===== src/core/half_key_consts.vh =====
/*
 * bit positions, widths and constants of the second-stage half keys.
 * assumes: included by the key builder files only.
 */
`ifndef HALF_KEY_CONSTS_VH
`define HALF_KEY_CONSTS_VH

// ==========================================================
// key geometry
`define KEY_W              188
`define PREFIX_W           46

// ==========================================================
// key selector codes
`define KSEL_NONE          2'h0
`define KSEL_V4_OTHER      2'h1
`define KSEL_V6_STD        2'h2
`define KSEL_OAM           2'h3

// ==========================================================
// ipv4 non-l4 key fields
`define V4_IS_IPV4_BIT     46
`define V4_FRAG_BIT        47
`define V4_LATER_FRAG_BIT  48
`define V4_OPTIONS_BIT     49
`define V4_HOPS_BIT        50
`define V4_TOS_LSB         51
`define V4_DADDR_LSB       59
`define V4_SADDR_LSB       91
`define V4_ADDR_EQ_BIT     123
`define V4_PROTO_LSB       124
`define V4_PAYLOAD_LSB     132
`define V4_MIN_HDR_WORDS   4'h5

// ==========================================================
// ipv6 standard key fields
`define V6_HOPS_BIT        46
`define V6_SADDR_LSB       47
`define V6_NEXT_HDR_LSB    175

// ==========================================================
// oam key fields
`define OAM_DMAC_LSB       46
`define OAM_SMAC_LSB       94
`define OAM_LEVEL_LSB      142
`define OAM_LEVEL_W        7
`define OAM_VERSION_FIELD_LSB        149
`define OAM_OP_LSB         154
`define OAM_FLAG_BYTE_LSB      162
`define OAM_MEP_LSB        170
`define OAM_CNTS_ZERO_BIT  186
`define OAM_ETYPE_BIT      187
`define OAM_ETHERTYPE      16'h8902

`endif


===== src/core/level_thermo.v =====
/*
 * maintenance level to thermometer code converter.
 * assumes: level is a plain binary value, purely combinational use.
 */
`include "half_key_consts.vh"

module level_thermo #(
    parameter W = `OAM_LEVEL_W
) (
    // level in
    input  wire [2:0]   maintenance_level_i,
    // thermometer out
    output reg  [W-1:0] maint_level_thermo_o
);

    // ==========================================================
    // lowest n bits set for level n
    integer i;
    always @* begin
        for (i = 0; i < W; i = i + 1) begin
            maint_level_thermo_o[i] = (i < maintenance_level_i);
        end
    end

endmodule


===== src/core/half_key_builder.v =====
/*
 * second-stage security lookup half key builder: ipv4 non-l4, ipv6
 * standard and oam keys, registered towards the match array.
 * assumes: parser fields valid in the cycle key_req_i is high; the
 * common prefix comes ready made from the first-stage classifier.
 */
`include "half_key_consts.vh"

module half_key_builder #(
    parameter KEY_W    = `KEY_W,
    parameter PREFIX_W = `PREFIX_W,
    parameter L4_W     = 64
) (
    // clock and reset
    input  wire                 core_clk_i,
    input  wire                 reset_n_i,
    // lookup request
    input  wire                 key_req_i,
    input  wire [PREFIX_W-1:0]  prefix_i,
    input  wire                 v6_std_key_en_i,
    input  wire                 is_oam_i,
    input  wire [L4_W-1:0]      l4_mask_i,
    // l3 header fields
    input  wire                 is_ipv4_i,
    input  wire                 is_ipv6_i,
    input  wire                 more_frags_i,
    input  wire [12:0]          frag_offset_i,
    input  wire [3:0]           header_len_i,
    input  wire [7:0]           ttl_i,
    input  wire [7:0]           tos_i,
    input  wire [7:0]           protocol_i,
    input  wire [127:0]         src_addr_i,
    input  wire [127:0]         dst_addr_i,
    input  wire [55:0]          post_header_bytes_i,
    // l2 and oam fields
    input  wire [47:0]          dest_mac_i,
    input  wire [47:0]          src_mac_i,
    input  wire [15:0]          ethertype_i,
    input  wire [2:0]           maintenance_level_i,
    input  wire [4:0]           oam_version_i,
    input  wire [7:0]           oam_op_i,
    input  wire [7:0]           oam_flag_byte_i,
    input  wire [15:0]          endpoint_id_i,
    input  wire [31:0]          tx_fcf_i,
    input  wire [31:0]          rx_fcb_i,
    input  wire [31:0]          tx_fcb_i,
    // key out
    output reg                  key_valid_o,
    output reg  [1:0]           key_sel_o,
    output reg  [KEY_W-1:0]     key_o,
    output reg  [L4_W-1:0]      l4_care_o
);

    // ==========================================================
    // derived frame flags
    wire        frag_offset_gt0;
    wire        fragmented_flag;
    wire        later_fragment_flag;
    wire        header_options_flag;
    wire        l4_absent;
    wire        addr_equal_flag;
    wire        use_v6_std;
    wire [`OAM_LEVEL_W-1:0] maint_level_thermo;

    assign frag_offset_gt0     = (frag_offset_i != 13'h0000);
    assign fragmented_flag     = is_ipv4_i & (more_frags_i | frag_offset_gt0);
    assign later_fragment_flag = fragmented_flag & frag_offset_gt0;
    assign header_options_flag = is_ipv4_i & (header_len_i > `V4_MIN_HDR_WORDS);
    assign l4_absent           = header_options_flag | later_fragment_flag;
    // ipv4 addresses sit in the low word, upper bits zero from the parser
    assign addr_equal_flag     = (src_addr_i == dst_addr_i);
    assign use_v6_std          = is_ipv6_i & v6_std_key_en_i;

    level_thermo #(
        .W(`OAM_LEVEL_W)
    ) u_level_thermo (
        .maintenance_level_i  (maintenance_level_i),
        .maint_level_thermo_o (maint_level_thermo)
    );

    // ==========================================================
    // key assembly
    reg [KEY_W-1:0] key_d;
    reg [1:0]       sel_d;
    reg [L4_W-1:0]  care_d;

    always @* begin
        key_d = {KEY_W{1'b0}};
        key_d[PREFIX_W-1:0] = prefix_i;
        sel_d  = `KSEL_NONE;
        care_d = l4_absent ? {L4_W{1'b0}} : l4_mask_i;
        if (is_oam_i) begin
            sel_d = `KSEL_OAM;
            key_d[`OAM_DMAC_LSB +: 48]  = dest_mac_i;
            key_d[`OAM_SMAC_LSB +: 48]  = src_mac_i;
            key_d[`OAM_LEVEL_LSB +: `OAM_LEVEL_W] = maint_level_thermo;
            key_d[`OAM_VERSION_FIELD_LSB +: 5]    = oam_version_i;
            key_d[`OAM_OP_LSB +: 8]     = oam_op_i;
            key_d[`OAM_FLAG_BYTE_LSB +: 8]  = oam_flag_byte_i;
            key_d[`OAM_MEP_LSB +: 16]   = endpoint_id_i;
            key_d[`OAM_CNTS_ZERO_BIT]   = (tx_fcf_i == 32'h00000000) &
                                          (rx_fcb_i == 32'h00000000) &
                                          (tx_fcb_i == 32'h00000000);
            key_d[`OAM_ETYPE_BIT]       = (ethertype_i == `OAM_ETHERTYPE);
        end else if (use_v6_std) begin
            sel_d = `KSEL_V6_STD;
            key_d[`V6_HOPS_BIT]           = (ttl_i != 8'h00);
            key_d[`V6_SADDR_LSB +: 128]   = src_addr_i;
            key_d[`V6_NEXT_HDR_LSB +: 8]  = protocol_i;
        end else if (is_ipv4_i | is_ipv6_i) begin
            sel_d = `KSEL_V4_OTHER;
            key_d[`V4_IS_IPV4_BIT]     = is_ipv4_i;
            key_d[`V4_FRAG_BIT]        = fragmented_flag;
            key_d[`V4_LATER_FRAG_BIT]  = later_fragment_flag;
            key_d[`V4_OPTIONS_BIT]     = header_options_flag;
            key_d[`V4_HOPS_BIT]        = (ttl_i != 8'h00);
            key_d[`V4_TOS_LSB +: 8]    = tos_i;
            if (is_ipv4_i) begin
                key_d[`V4_DADDR_LSB +: 32] = dst_addr_i[31:0];
                key_d[`V4_SADDR_LSB +: 32] = src_addr_i[31:0];
            end else begin
                key_d[`V4_DADDR_LSB +: 32] = src_addr_i[63:32];
                key_d[`V4_SADDR_LSB +: 32] = src_addr_i[31:0];
            end
            key_d[`V4_ADDR_EQ_BIT]     = addr_equal_flag;
            key_d[`V4_PROTO_LSB +: 8]  = protocol_i;
            // options are not skipped: optioned frames carry option bytes here
            key_d[`V4_PAYLOAD_LSB +: 56] = post_header_bytes_i;
        end
    end

    // ==========================================================
    // one registered transfer per lookup
    always @(posedge core_clk_i or negedge reset_n_i) begin
        if (!reset_n_i) begin
            key_valid_o <= 1'b0;
            key_sel_o   <= `KSEL_NONE;
            key_o       <= {KEY_W{1'b0}};
            l4_care_o   <= {L4_W{1'b0}};
        end else begin
            key_valid_o <= key_req_i;
            if (key_req_i) begin
                key_sel_o <= sel_d;
                key_o     <= key_d;
                l4_care_o <= care_d;
            end
        end
    end

endmodule


===== config.mk =====
export PLATFORM = sky130hd
export DESIGN_NAME = half_key_builder
export DESIGN_NICKNAME = d
export VERILOG_FILES = /design/src/core/level_thermo.v /design/src/core/half_key_builder.v
export VERILOG_INCLUDE_DIRS = /design/src /design/src/core
export SDC_FILE = /design/constraint.sdc
export NUM_CORES = 1
export LEC_CHECK = 0
export ABC_AREA = 1
export BUFFER_PORTS_ARGS = -buffer_cell sky130_fd_sc_hd__buf_2
export CORE_AREA = 2 2 381 383
export CTS_CLUSTER_SIZE = 12
export DETAILED_ROUTE_END_ITERATION = 7
export DIE_AREA = 0 0 383 385
export GPL_TIMING_DRIVEN = 0
export PLACE_DENSITY = 0.37
export SKIP_LAST_GASP = 1
export SLEW_MARGIN = 25
export SYNTH_ARGS = -nofsm -noshare
export SYNTH_HDL_FRONTEND = slang
export SYNTH_SLANG_ARGS = --single-unit

===== constraint.sdc =====
create_clock -name core_clk_i -period 0.8 [get_ports core_clk_i]
set_input_delay 0.04 -clock core_clk_i [delete_from_list [all_inputs] [get_ports core_clk_i]]
set_output_delay 0.04 -clock core_clk_i [all_outputs]
set_load 0.02 [all_outputs]

# Word-level counts from Yosys, hierarchy flattened
# Index checks and enable logic that the tools add are counted.
[word_totals] wordCells=37 latch_bits=0 reg_bits=255 inputBits=719 output_inout_bits=255 mem_count=0 rom_bits=0 mem_bits_rw=0
[op_classes] muxes=9 addsub=0 eq_ne=2 shifts=0 bitwise=9 n_lt_le_gt_ge=8 mul=0 n_reduce_logical=5 div=0
[op_table] operator="$mux W142" n=2
[op_table] operator="$mux W137" n=1
[op_table] operator="$eq A128 B128 Y1" n=1
[op_table] operator="$logic_not A32 Y1" n=3
[op_table] operator="$mux W64" n=1
[op_table] operator="$mux W32" n=1
[op_table] operator="$eq A16 B16 Y1 const B" n=1
[op_table] operator="$reduce_bool A13 Y1" n=1
[op_table] operator="$lt A3 B3 Y1 const A" n=3
[op_table] operator="$reduce_bool A8 Y1" n=1
[op_table] operator="$and A1 B1 Y1" n=6
[op_table] operator="$lt A1 B3 Y1 const A" n=2
[op_table] operator="$lt A2 B3 Y1 const A" n=2
[op_table] operator="$mux W5" n=1
[op_table] operator="$gt A4 B3 Y1 const B" n=1
[op_table] operator="$mux W2" n=2
[op_table] operator="$or A1 B1 Y1" n=3
[op_table] operator="$mux W1" n=1

# Longest topological paths before layout
# Gate-level depths: netlist of run 1.
[logic_depth] ltp_word=7 mapped_depth=13 mapped_depth_nobuf=13

# By module
# From an unflattened synthesis of run 1, not the netlist that was laid out.
[hier_totals] cells_unflattened=1849 hier_area_um2=14328.7
[modules_own_cells] mod="half_key_builder" n_inst=1 cells_each=1836 seq_area_each_um2=6381.1 area_per_inst_um2=14271.2
[modules_own_cells] mod="level_thermo" n_inst=1 cells_each=13 seq_area_each_um2=0.0 area_per_inst_um2=57.6

# Least setup slack after synthesis of run 1
# Ideal clock, no wire load.
[synth_timing] path_type="input to register" start="input port is_ipv6_i" end="register key_o[148]" n_path_buf=1 cell_stages=7 required_ns=0.670 arrival_ns=0.829 setup_ns=0.130 setup_slack_ns=-0.159 path_cell_list="or2_1 -> nand2_2 -> inv_2 -> buf_6 -> a22o_1 -> nand2_1 -> o211ai_1"
[synth_via] elab_chain_cells=4 elab_cells_between_ends=5 classes_between="3 x mux; 2 x bitwise"
[synth_rtl] item="from (decl)" line_no="half_key_builder.v:25" source="input wire is_ipv6_i,"
[synth_rtl] item="$or A1 B1 Y1" line_no="half_key_builder.v:110" source="end else if (is_ipv4_i | is_ipv6_i) begin"
[synth_rtl] item="$mux W142" line_no="half_key_builder.v:110"
[synth_rtl] item="$mux W137 *" line_no="half_key_builder.v:105" source="end else if (use_v6_std) begin"
[synth_rtl] item="$mux W142 *" line_no="half_key_builder.v:92" source="if (is_oam_i) begin"
[synth_rtl] item="to (signal assigned)" line_no="half_key_builder.v:138" source="key_o <= {KEY_W{1'b0}};"
[synth_rtl] item="to (signal assigned)" line_no="half_key_builder.v:144" source="key_o <= key_d;"
[synth_rtl] item="to (decl)" line_no="half_key_builder.v:50" source="output reg [KEY_W-1:0] key_o,"
# Mark *: on every way between the ends. The rest lies on a longest branch, timed or not.
# A chain may end at the register's enable or synchronous reset.

# Final worst setup path of run 1
[layout_timing] start="register key_o[168]" end="output port key_o[168]"
# No word-level cell between the ends.

==> results of run 1 <==
per-layer routing:
metal	routed length [um]	share of wire, %	up-vias
li1	-	-	9058
met1	55100	43	9690
met2	59300	47	981
met3	10700	8.4	141
met4	2180	1.7	22
met5	127	0.10	-
logic make-up after synthesis:
kind of cell	synth area share [%]
compound gates	17.1
buf+inv	4.86
simple gates	23.6
flops	46.9
xor+xnor	7.47
per-stage QoR:
step / hold slack (ns) / power, uW
after CTS: -0.642 / 50100
after floorplan: -0.256 / 20200
after global routing: -0.600 / 52900
final: -0.596 / 50600
after global placement: 0.201 / 27200
after detailed placement: 0.0426 / 27200
cell type report:
type | instances | area share (%)
diodes | 11 | 0.0881
plain buffers | 111 | 3.24
clock buffers | 51 | 3.39
clock inverters | 12 | 0.540
inverters | 33 | 0.520
multi-input cells | 1292 | 23.1
flip-flops and latches | 255 | 20.4
well taps | 1903 | 7.62
repair buffers | 1585 | 41.0
flip-flops by register name (all words and copies together) (netlist names):
name,cells
key_sel_o,2
key_o,188
l4_care_o,64
key_valid_o,1
cell usage in the layout (no fill, tap or decap), types with 5 or more instances in the layout:
cell type	instances
inv_1	26
nor4_1	15
o22ai_1	88
dfrtp_1	253
clkbuf_16	48
a31oi_1	125
xnor2_2	5
or2_2	29
o211ai_1	34
xor2_1	24
nand2_8	5
nand3_1	12
nand2_2	18
buf_16	5
nor2_4	9
clkbuf_4	10
a21oi_1	7
buf_2	733
clkinv_2	6
buf_6	309
nand4_1	19
nand2_4	9
diode_2	11
dlymetal6s4s_1	12
buf_12	22
dlygate4sd3_1	468
nor2_1	77
o22ai_2	36
o21ai_1	68
clkbuf_8	8
clkbuf_2	18
nor2_2	7
nand2_1	586
buf_4	89
xnor2_1	86
clkbuf_1	15
buf_8	9
where the power goes:
group / internal [uW] / leakage [uW] / switching, uW
clock: 10300 / 0.000607 / 7420
combinational: 8630 / 0.0106 / 8960
sequential: 14200 / 0.00305 / 1130
total: 33100 / 0.0143 / 17500
final timing paths:
kind | slack (ns) | end | cells past startpoint | startpoint
max | -0.45 | key_o[168] | 1 | key_o[168]
min | -0.60 | key_o[7] | 1 | reset_n_i
max reg2reg | -0.17 | key_o[60] | 3 | key_o[60]
min reg2reg | 0.49 | key_o[27] | 2 | key_o[27]
max in group asynchronous | 0.13 | key_o[168] | 3 | reset_n_i
min in group core_clk_i | -0.14 | key_o[186] | 6 | rx_fcb_i[10]
repair_timing:
action	CTS	global route
pin swaps	23	50
gates cloned	0	9
endpoints found under the setup margin	509	407
gates resized for setup	651	201
endpoints found under the hold margin	450	167
hold buffers	481	1
buffers inserted	68	69
==> impl_metrics.env, run 1 <==
export IMPL_status="finished with violations"
export IMPL_violations="negative hold slack, negative setup slack"
export IMPL_gp_congestion=0.966
export IMPL_dp_cells=4569
export IMPL_critPathMaxFanout=2
export IMPL_num_rows=139
export IMPL_cp_start_kind="flop"
export IMPL_remaining_drc_errors=0
export IMPL_drt_iter0_markers=1446
export IMPL_path_cells="buf_6"
export IMPL_slew_viol_final=0
export IMPL_setup_violations=377
export IMPL_end_kind="primary output"
export IMPL_crit_type="reg -> out"
export IMPL_ys_flop_type="dfrtp_1"
export IMPL_crit_arrival_ns=1.21
export IMPL_die_w_um=383
export IMPL_multi_input_area_um2=7240
export IMPL_vias_per_cell=3.79
export IMPL_fin_tns_setup_ns=-105.58
export IMPL_maxCapViolCount=0
export IMPL_cts_root_buf="clkbuf_16"
export IMPL_cts_sinks=255
export IMPL_grt_start_max_net_pins=74
export IMPL_numCtsBuffers=37
export IMPL_holdWs_ns=-0.596
export IMPL_fillerInstances=16000
export IMPL_grt_pass1_vias=20300
export IMPL_clk_latency_ns=0.60
export IMPL_io_pins=974
export IMPL_syn_area_um2=13600
export IMPL_leakage_uw=0.0143
export IMPL_post_place_ws_ns=-2.70
export IMPL_synthDistinctLibCells=35
export IMPL_syn_num_nets=2410
export IMPL_slew_headroom_pct=47.3
export IMPL_dp_hpwl_um=101000
export IMPL_skew_ns=0
export IMPL_ant_nets=0
export IMPL_dieArea_um2=147000
export IMPL_antenna_found_initial=47
export IMPL_yosysMostFrequentCell="nand2_1"
export IMPL_synth_edff_count=0
export IMPL_ys_async_sr_fraction_pct=100
export IMPL_synth_top_area_share_pct=46.9
export IMPL_place_area_um2=21100
export IMPL_power_density_nw_per_um2=1620
export IMPL_stdcell_count=5253
export IMPL_gr_max_usage_layer="met2"
export IMPL_area_growth_pct=130
export IMPL_routed_wl_um=127000
export IMPL_irDropWorstVdd_v=0.00121
export IMPL_met3_usage_pct=4.27
export IMPL_drt_pass1_iter_count=7
export IMPL_clk_pin_slew_ns=0.06
export IMPL_synth_seq_cells=255
export IMPL_yosys_top_cells_area="dfrtp_1, nand2_1, xnor2_1, a31oi_1, o22ai_1"
export IMPL_overflow=0
export IMPL_ys_seq_area_share_pct=46.9
export IMPL_htreeDepth=2
export IMPL_grt_use_met2_pct=26.8
export IMPL_yosys_top_cells_count="nand2_1, dfrtp_1, a31oi_1"
export IMPL_synth_cells=1691
export IMPL_max_freq_mhz=801
export IMPL_critPathBufInv=1
export IMPL_nNetsFinal=4034
export IMPL_finalWorstSetupSlack_ns=-0.449
export IMPL_vias=19900
export IMPL_critical_path_top_delay_family="flip-flops"
export IMPL_wl_per_cell_um=24.2
export IMPL_cts_tree="built"
export IMPL_post_route_period_util_pct=156
export IMPL_grt_use_met1_pct=21.7
export IMPL_grt_pass1_wl_um=167000
export IMPL_hold_viol_final=200
export IMPL_grt_setup_unrepaired="yes"
export IMPL_final_util_pct=21.8
export IMPL_die_h_um=385
export IMPL_start_util_pct=9.50
export IMPL_finalCriticalPeriod_ns=1.25
export IMPL_cp_required_ns=0.76
export IMPL_worstMarginPinSlew_ns=0.790
export IMPL_grt_use_total_pct=16.4
export IMPL_design_area_um2=31300
export IMPL_yosys_warnings=0
export IMPL_hold_path_class="in -> async"
export IMPL_syn_area_per_cell_um2=8.04
export IMPL_synth_largest_area_cell="dfrtp_1"
export IMPL_clk_path_buf_depth=3
export IMPL_seq_area_um2=6380
export IMPL_cpPeakStageDelay_ns=0.46
export IMPL_portBuffers=972
export IMPL_drive_above_1_share_pct=42.2
export IMPL_slowest_stage="dfrtp_2"
export IMPL_core_area_um2=143000
No activity file was read; power rests on OpenSTA's default activity.
==> inputs of run 2 (changes only) <==
Settings changed: BUFFER_PORTS_ARGS -buffer_cell sky130_fd_sc_hd__buf_2 to default, DONT_BUFFER_PORTS from default to 1, PLACE_DENSITY 0.37 to default, PLACE_DENSITY_LB_ADDON from default to 0.15.
==> run 2 against run 1 <==
Against the previous run:
- the flow still finishes with violations (negative hold slack, negative setup slack)
- count of clock-buffer cells in the layout up 5
- largest power group is now sequential cells
- combinational power down 51%
- cell count down 20%
- worst setup slack worse by 0.068 ns
- fmax down 5.2%
- wire length down 9.7%
- power down 13%
==> impl_metrics.env, run 2 (same netlist as run 1, synthesis figures left out) <==
export IMPL_seq_area_um2=6700
export IMPL_vias_per_cell=3.87
export IMPL_ant_nets=0
export IMPL_slew_headroom_pct=36.3
export IMPL_clk_pin_slew_ns=0.07
export IMPL_skew_ns=0
export IMPL_crit_type="in -> reg"
export IMPL_grt_start_max_net_pins=256
export IMPL_dp_hpwl_um=88900
export IMPL_critPathMaxFanout=2
export IMPL_dp_cells=3594
export IMPL_overflow=0
export IMPL_start_util_pct=9.50
export IMPL_end_kind="flop"
export IMPL_critPathBufInv=0
export IMPL_largest_register_ffs=188
export IMPL_num_rows=139
export IMPL_pwr_share_clk_pct=40.3
export IMPL_drt_pass1_iter_count=5
export IMPL_finalWorstSetupSlack_ns=-0.517
export IMPL_io_pins=974
export IMPL_nNetsFinal=2984
export IMPL_routed_wl_um=115000
export IMPL_crit_arrival_ns=1.85
export IMPL_vias=16300
export IMPL_max_freq_mhz=759
export IMPL_r2r_start="key_o[154]"
export IMPL_p_switching_uw=15200
export IMPL_power_density_nw_per_um2=1830
export IMPL_cpMostUsedCell="nand2_1"
export IMPL_hold_path_class="in -> async"
export IMPL_cts_tree="built"
export IMPL_p_sw_share_pct=34.4
export IMPL_portBuffers=0
export IMPL_antenna_found_initial=34
export IMPL_regMostFlops="key_o"
export IMPL_fillerInstances=16200
export IMPL_maxCapViolCount=0
export IMPL_slowest_stage="nand4_1"
export IMPL_post_place_ws_ns=-1.98
export IMPL_cpPeakStageDelay_ns=0.59
export IMPL_stdcell_count=4211
export IMPL_grt_use_total_pct=14.8
export IMPL_area_growth_pct=78.2
export IMPL_multi_input_area_um2=7460
export IMPL_path_cells="xnor2_1 > nand4_1 > nor2_1 > nand2_1 > nor2_4 > nand3_4 > nand2_8 > nand2_2 > nand2_1"
export IMPL_grt_pass1_wl_um=150000
export IMPL_leakage_uw=0.00910
export IMPL_intPower_uw=29000
export IMPL_gp_congestion=0.906
export IMPL_worstMarginPinSlew_ns=0.955
export IMPL_cp_start_kind="input pin"
export IMPL_holdWs_ns=-0.846
export IMPL_r2r_end="key_o[154]"
export IMPL_rr_worst_depth=2
export IMPL_wl_per_cell_um=27.3
export IMPL_remaining_drc_errors=0
export IMPL_irDropWorstVdd_v=0.00113
export IMPL_grt_pass1_vias=17200
export IMPL_cts_sinks=255
export IMPL_drt_iter0_markers=1232
export IMPL_post_route_period_util_pct=165
export IMPL_final_cell_mix="nand2_1, dlygate4sd3_1, dfrtp_2"
export IMPL_violations="negative hold slack, negative setup slack"
export IMPL_setup_violations=375
export IMPL_die_w_um=383
export IMPL_cp_required_ns=1.33
export IMPL_comb_power_share_pct=19.5
export IMPL_dieArea_um2=147000
export IMPL_clk_latency_ns=0.58
export IMPL_grt_setup_unrepaired="yes"
export IMPL_core_area_um2=143000
export IMPL_numCtsBuffers=38
export IMPL_hold_viol_final=263
export IMPL_critical_path_top_delay_family="simple AND/OR/NAND/NOR gates"
export IMPL_clk_path_buf_depth=3
export IMPL_status="finished with violations"
export IMPL_cts_root_buf="clkbuf_16"
export IMPL_drive_above_1_share_pct=26.6
export IMPL_slew_viol_final=0
export IMPL_die_h_um=385
export IMPL_ff2ff_setup_slack_ns=-0.10
export IMPL_final_common_cell="nand2_1"
export IMPL_htreeDepth=2
export IMPL_seq_power_share_pct=40.2
export IMPL_finalCriticalPeriod_ns=1.32
export IMPL_top_regs="key_o x188, l4_care_o x64, key_sel_o x2"
## run 2: cell count changes in the layout (fill, tap and decap cells not counted), sizes merged
cell,change
inv,+2
diode,+3
bufinv,-1
buf,-1086
clkinv,-3
clkinvlp,+3
dlymetal6s2s,+1
dlygate4sd3,+36
dlymetal6s4s,+9
clkbuf,-6
## run 2: repair_timing
| action | CTS | global route |
|---|---|---|
| buffers inserted | 8 | 0 |
| hold buffers | 523 | 3 |
| gates resized for setup | 401 | 101 |
| endpoints found under the setup margin | 508 | 398 |
| hold endpoints to repair | 509 | 263 |
| pin swaps | 15 | 27 |
## run 2: worst max path at each step
| stage | startpoint | endpoint | slack [ns] | cells past startpoint |
|---|---|---|---|---|
| after floorplan | is_ipv6_i | key_o[147] | -0.16 | 7 |
| after global placement | src_addr_i[97] | key_o[123] | -2.01 | 9 |
| after detailed placement | src_addr_i[97] | key_o[123] | -1.98 | 9 |
| after CTS | key_o[56] | key_o[56] | -0.45 | 0 |
| after global routing | key_o[56] | key_o[56] | -0.46 | 0 |
| final | src_addr_i[101] | key_o[123] | -0.52 | 9 |
## run 2: power groups by stage
stage	Clock, uW	Sequential, uW	Combinational (uW)
floorplan	0	16800	3380
global placement	0	17600	5240
detailed placement	0	17600	5290
CTS	18600	17700	8450
global route	19000	17900	9250
finish	17800	17800	8610
## run 2: per-stage QoR
| step | utilization, % | TNS (ns) | power [uW] | cell area, um^2 |
|---|---|---|---|---|
| 6_report | 16.9 | -78.35 | 44200 | 24200 |
| 5_1_grt | 16.9 | -94.44 | 46100 | 24200 |
| 4_1_cts | 16.6 | -96.10 | 44800 | 23700 |
| 3_5_place_dp | 11.3 | -240.48 | 22900 | 16100 |
| 3_3_place_gp | 11.3 | -238.08 | 22900 | 16100 |
| 2_1_floorplan | - | -13.35 | 20200 | 13700 |
## run 2: area by class of cell
| cell class | instances | area share (%) |
|---|---|---|
| antenna | 14 | 0.145 |
| buffer | 111 | 3.28 |
| clock buffer | 56 | 4.66 |
| clock inverter | 13 | 0.589 |
| inverter | 33 | 0.625 |
| multi-input combinational | 1292 | 30.8 |
| sequential | 255 | 27.7 |
| tap | 1903 | 9.83 |
| timing repair buffer | 534 | 22.4 |
## run 2: routing by layer
layer | global-route usage, % | up-vias | routed length, um
met5 | 0 | - | 58
met3 | 4.17 | 146 | 10400
met4 | 4.87 | 8 | 3680
met1 | 19.2 | 8200 | 48500
li1 | - | 6959 | -
met2 | 23.7 | 975 | 52400
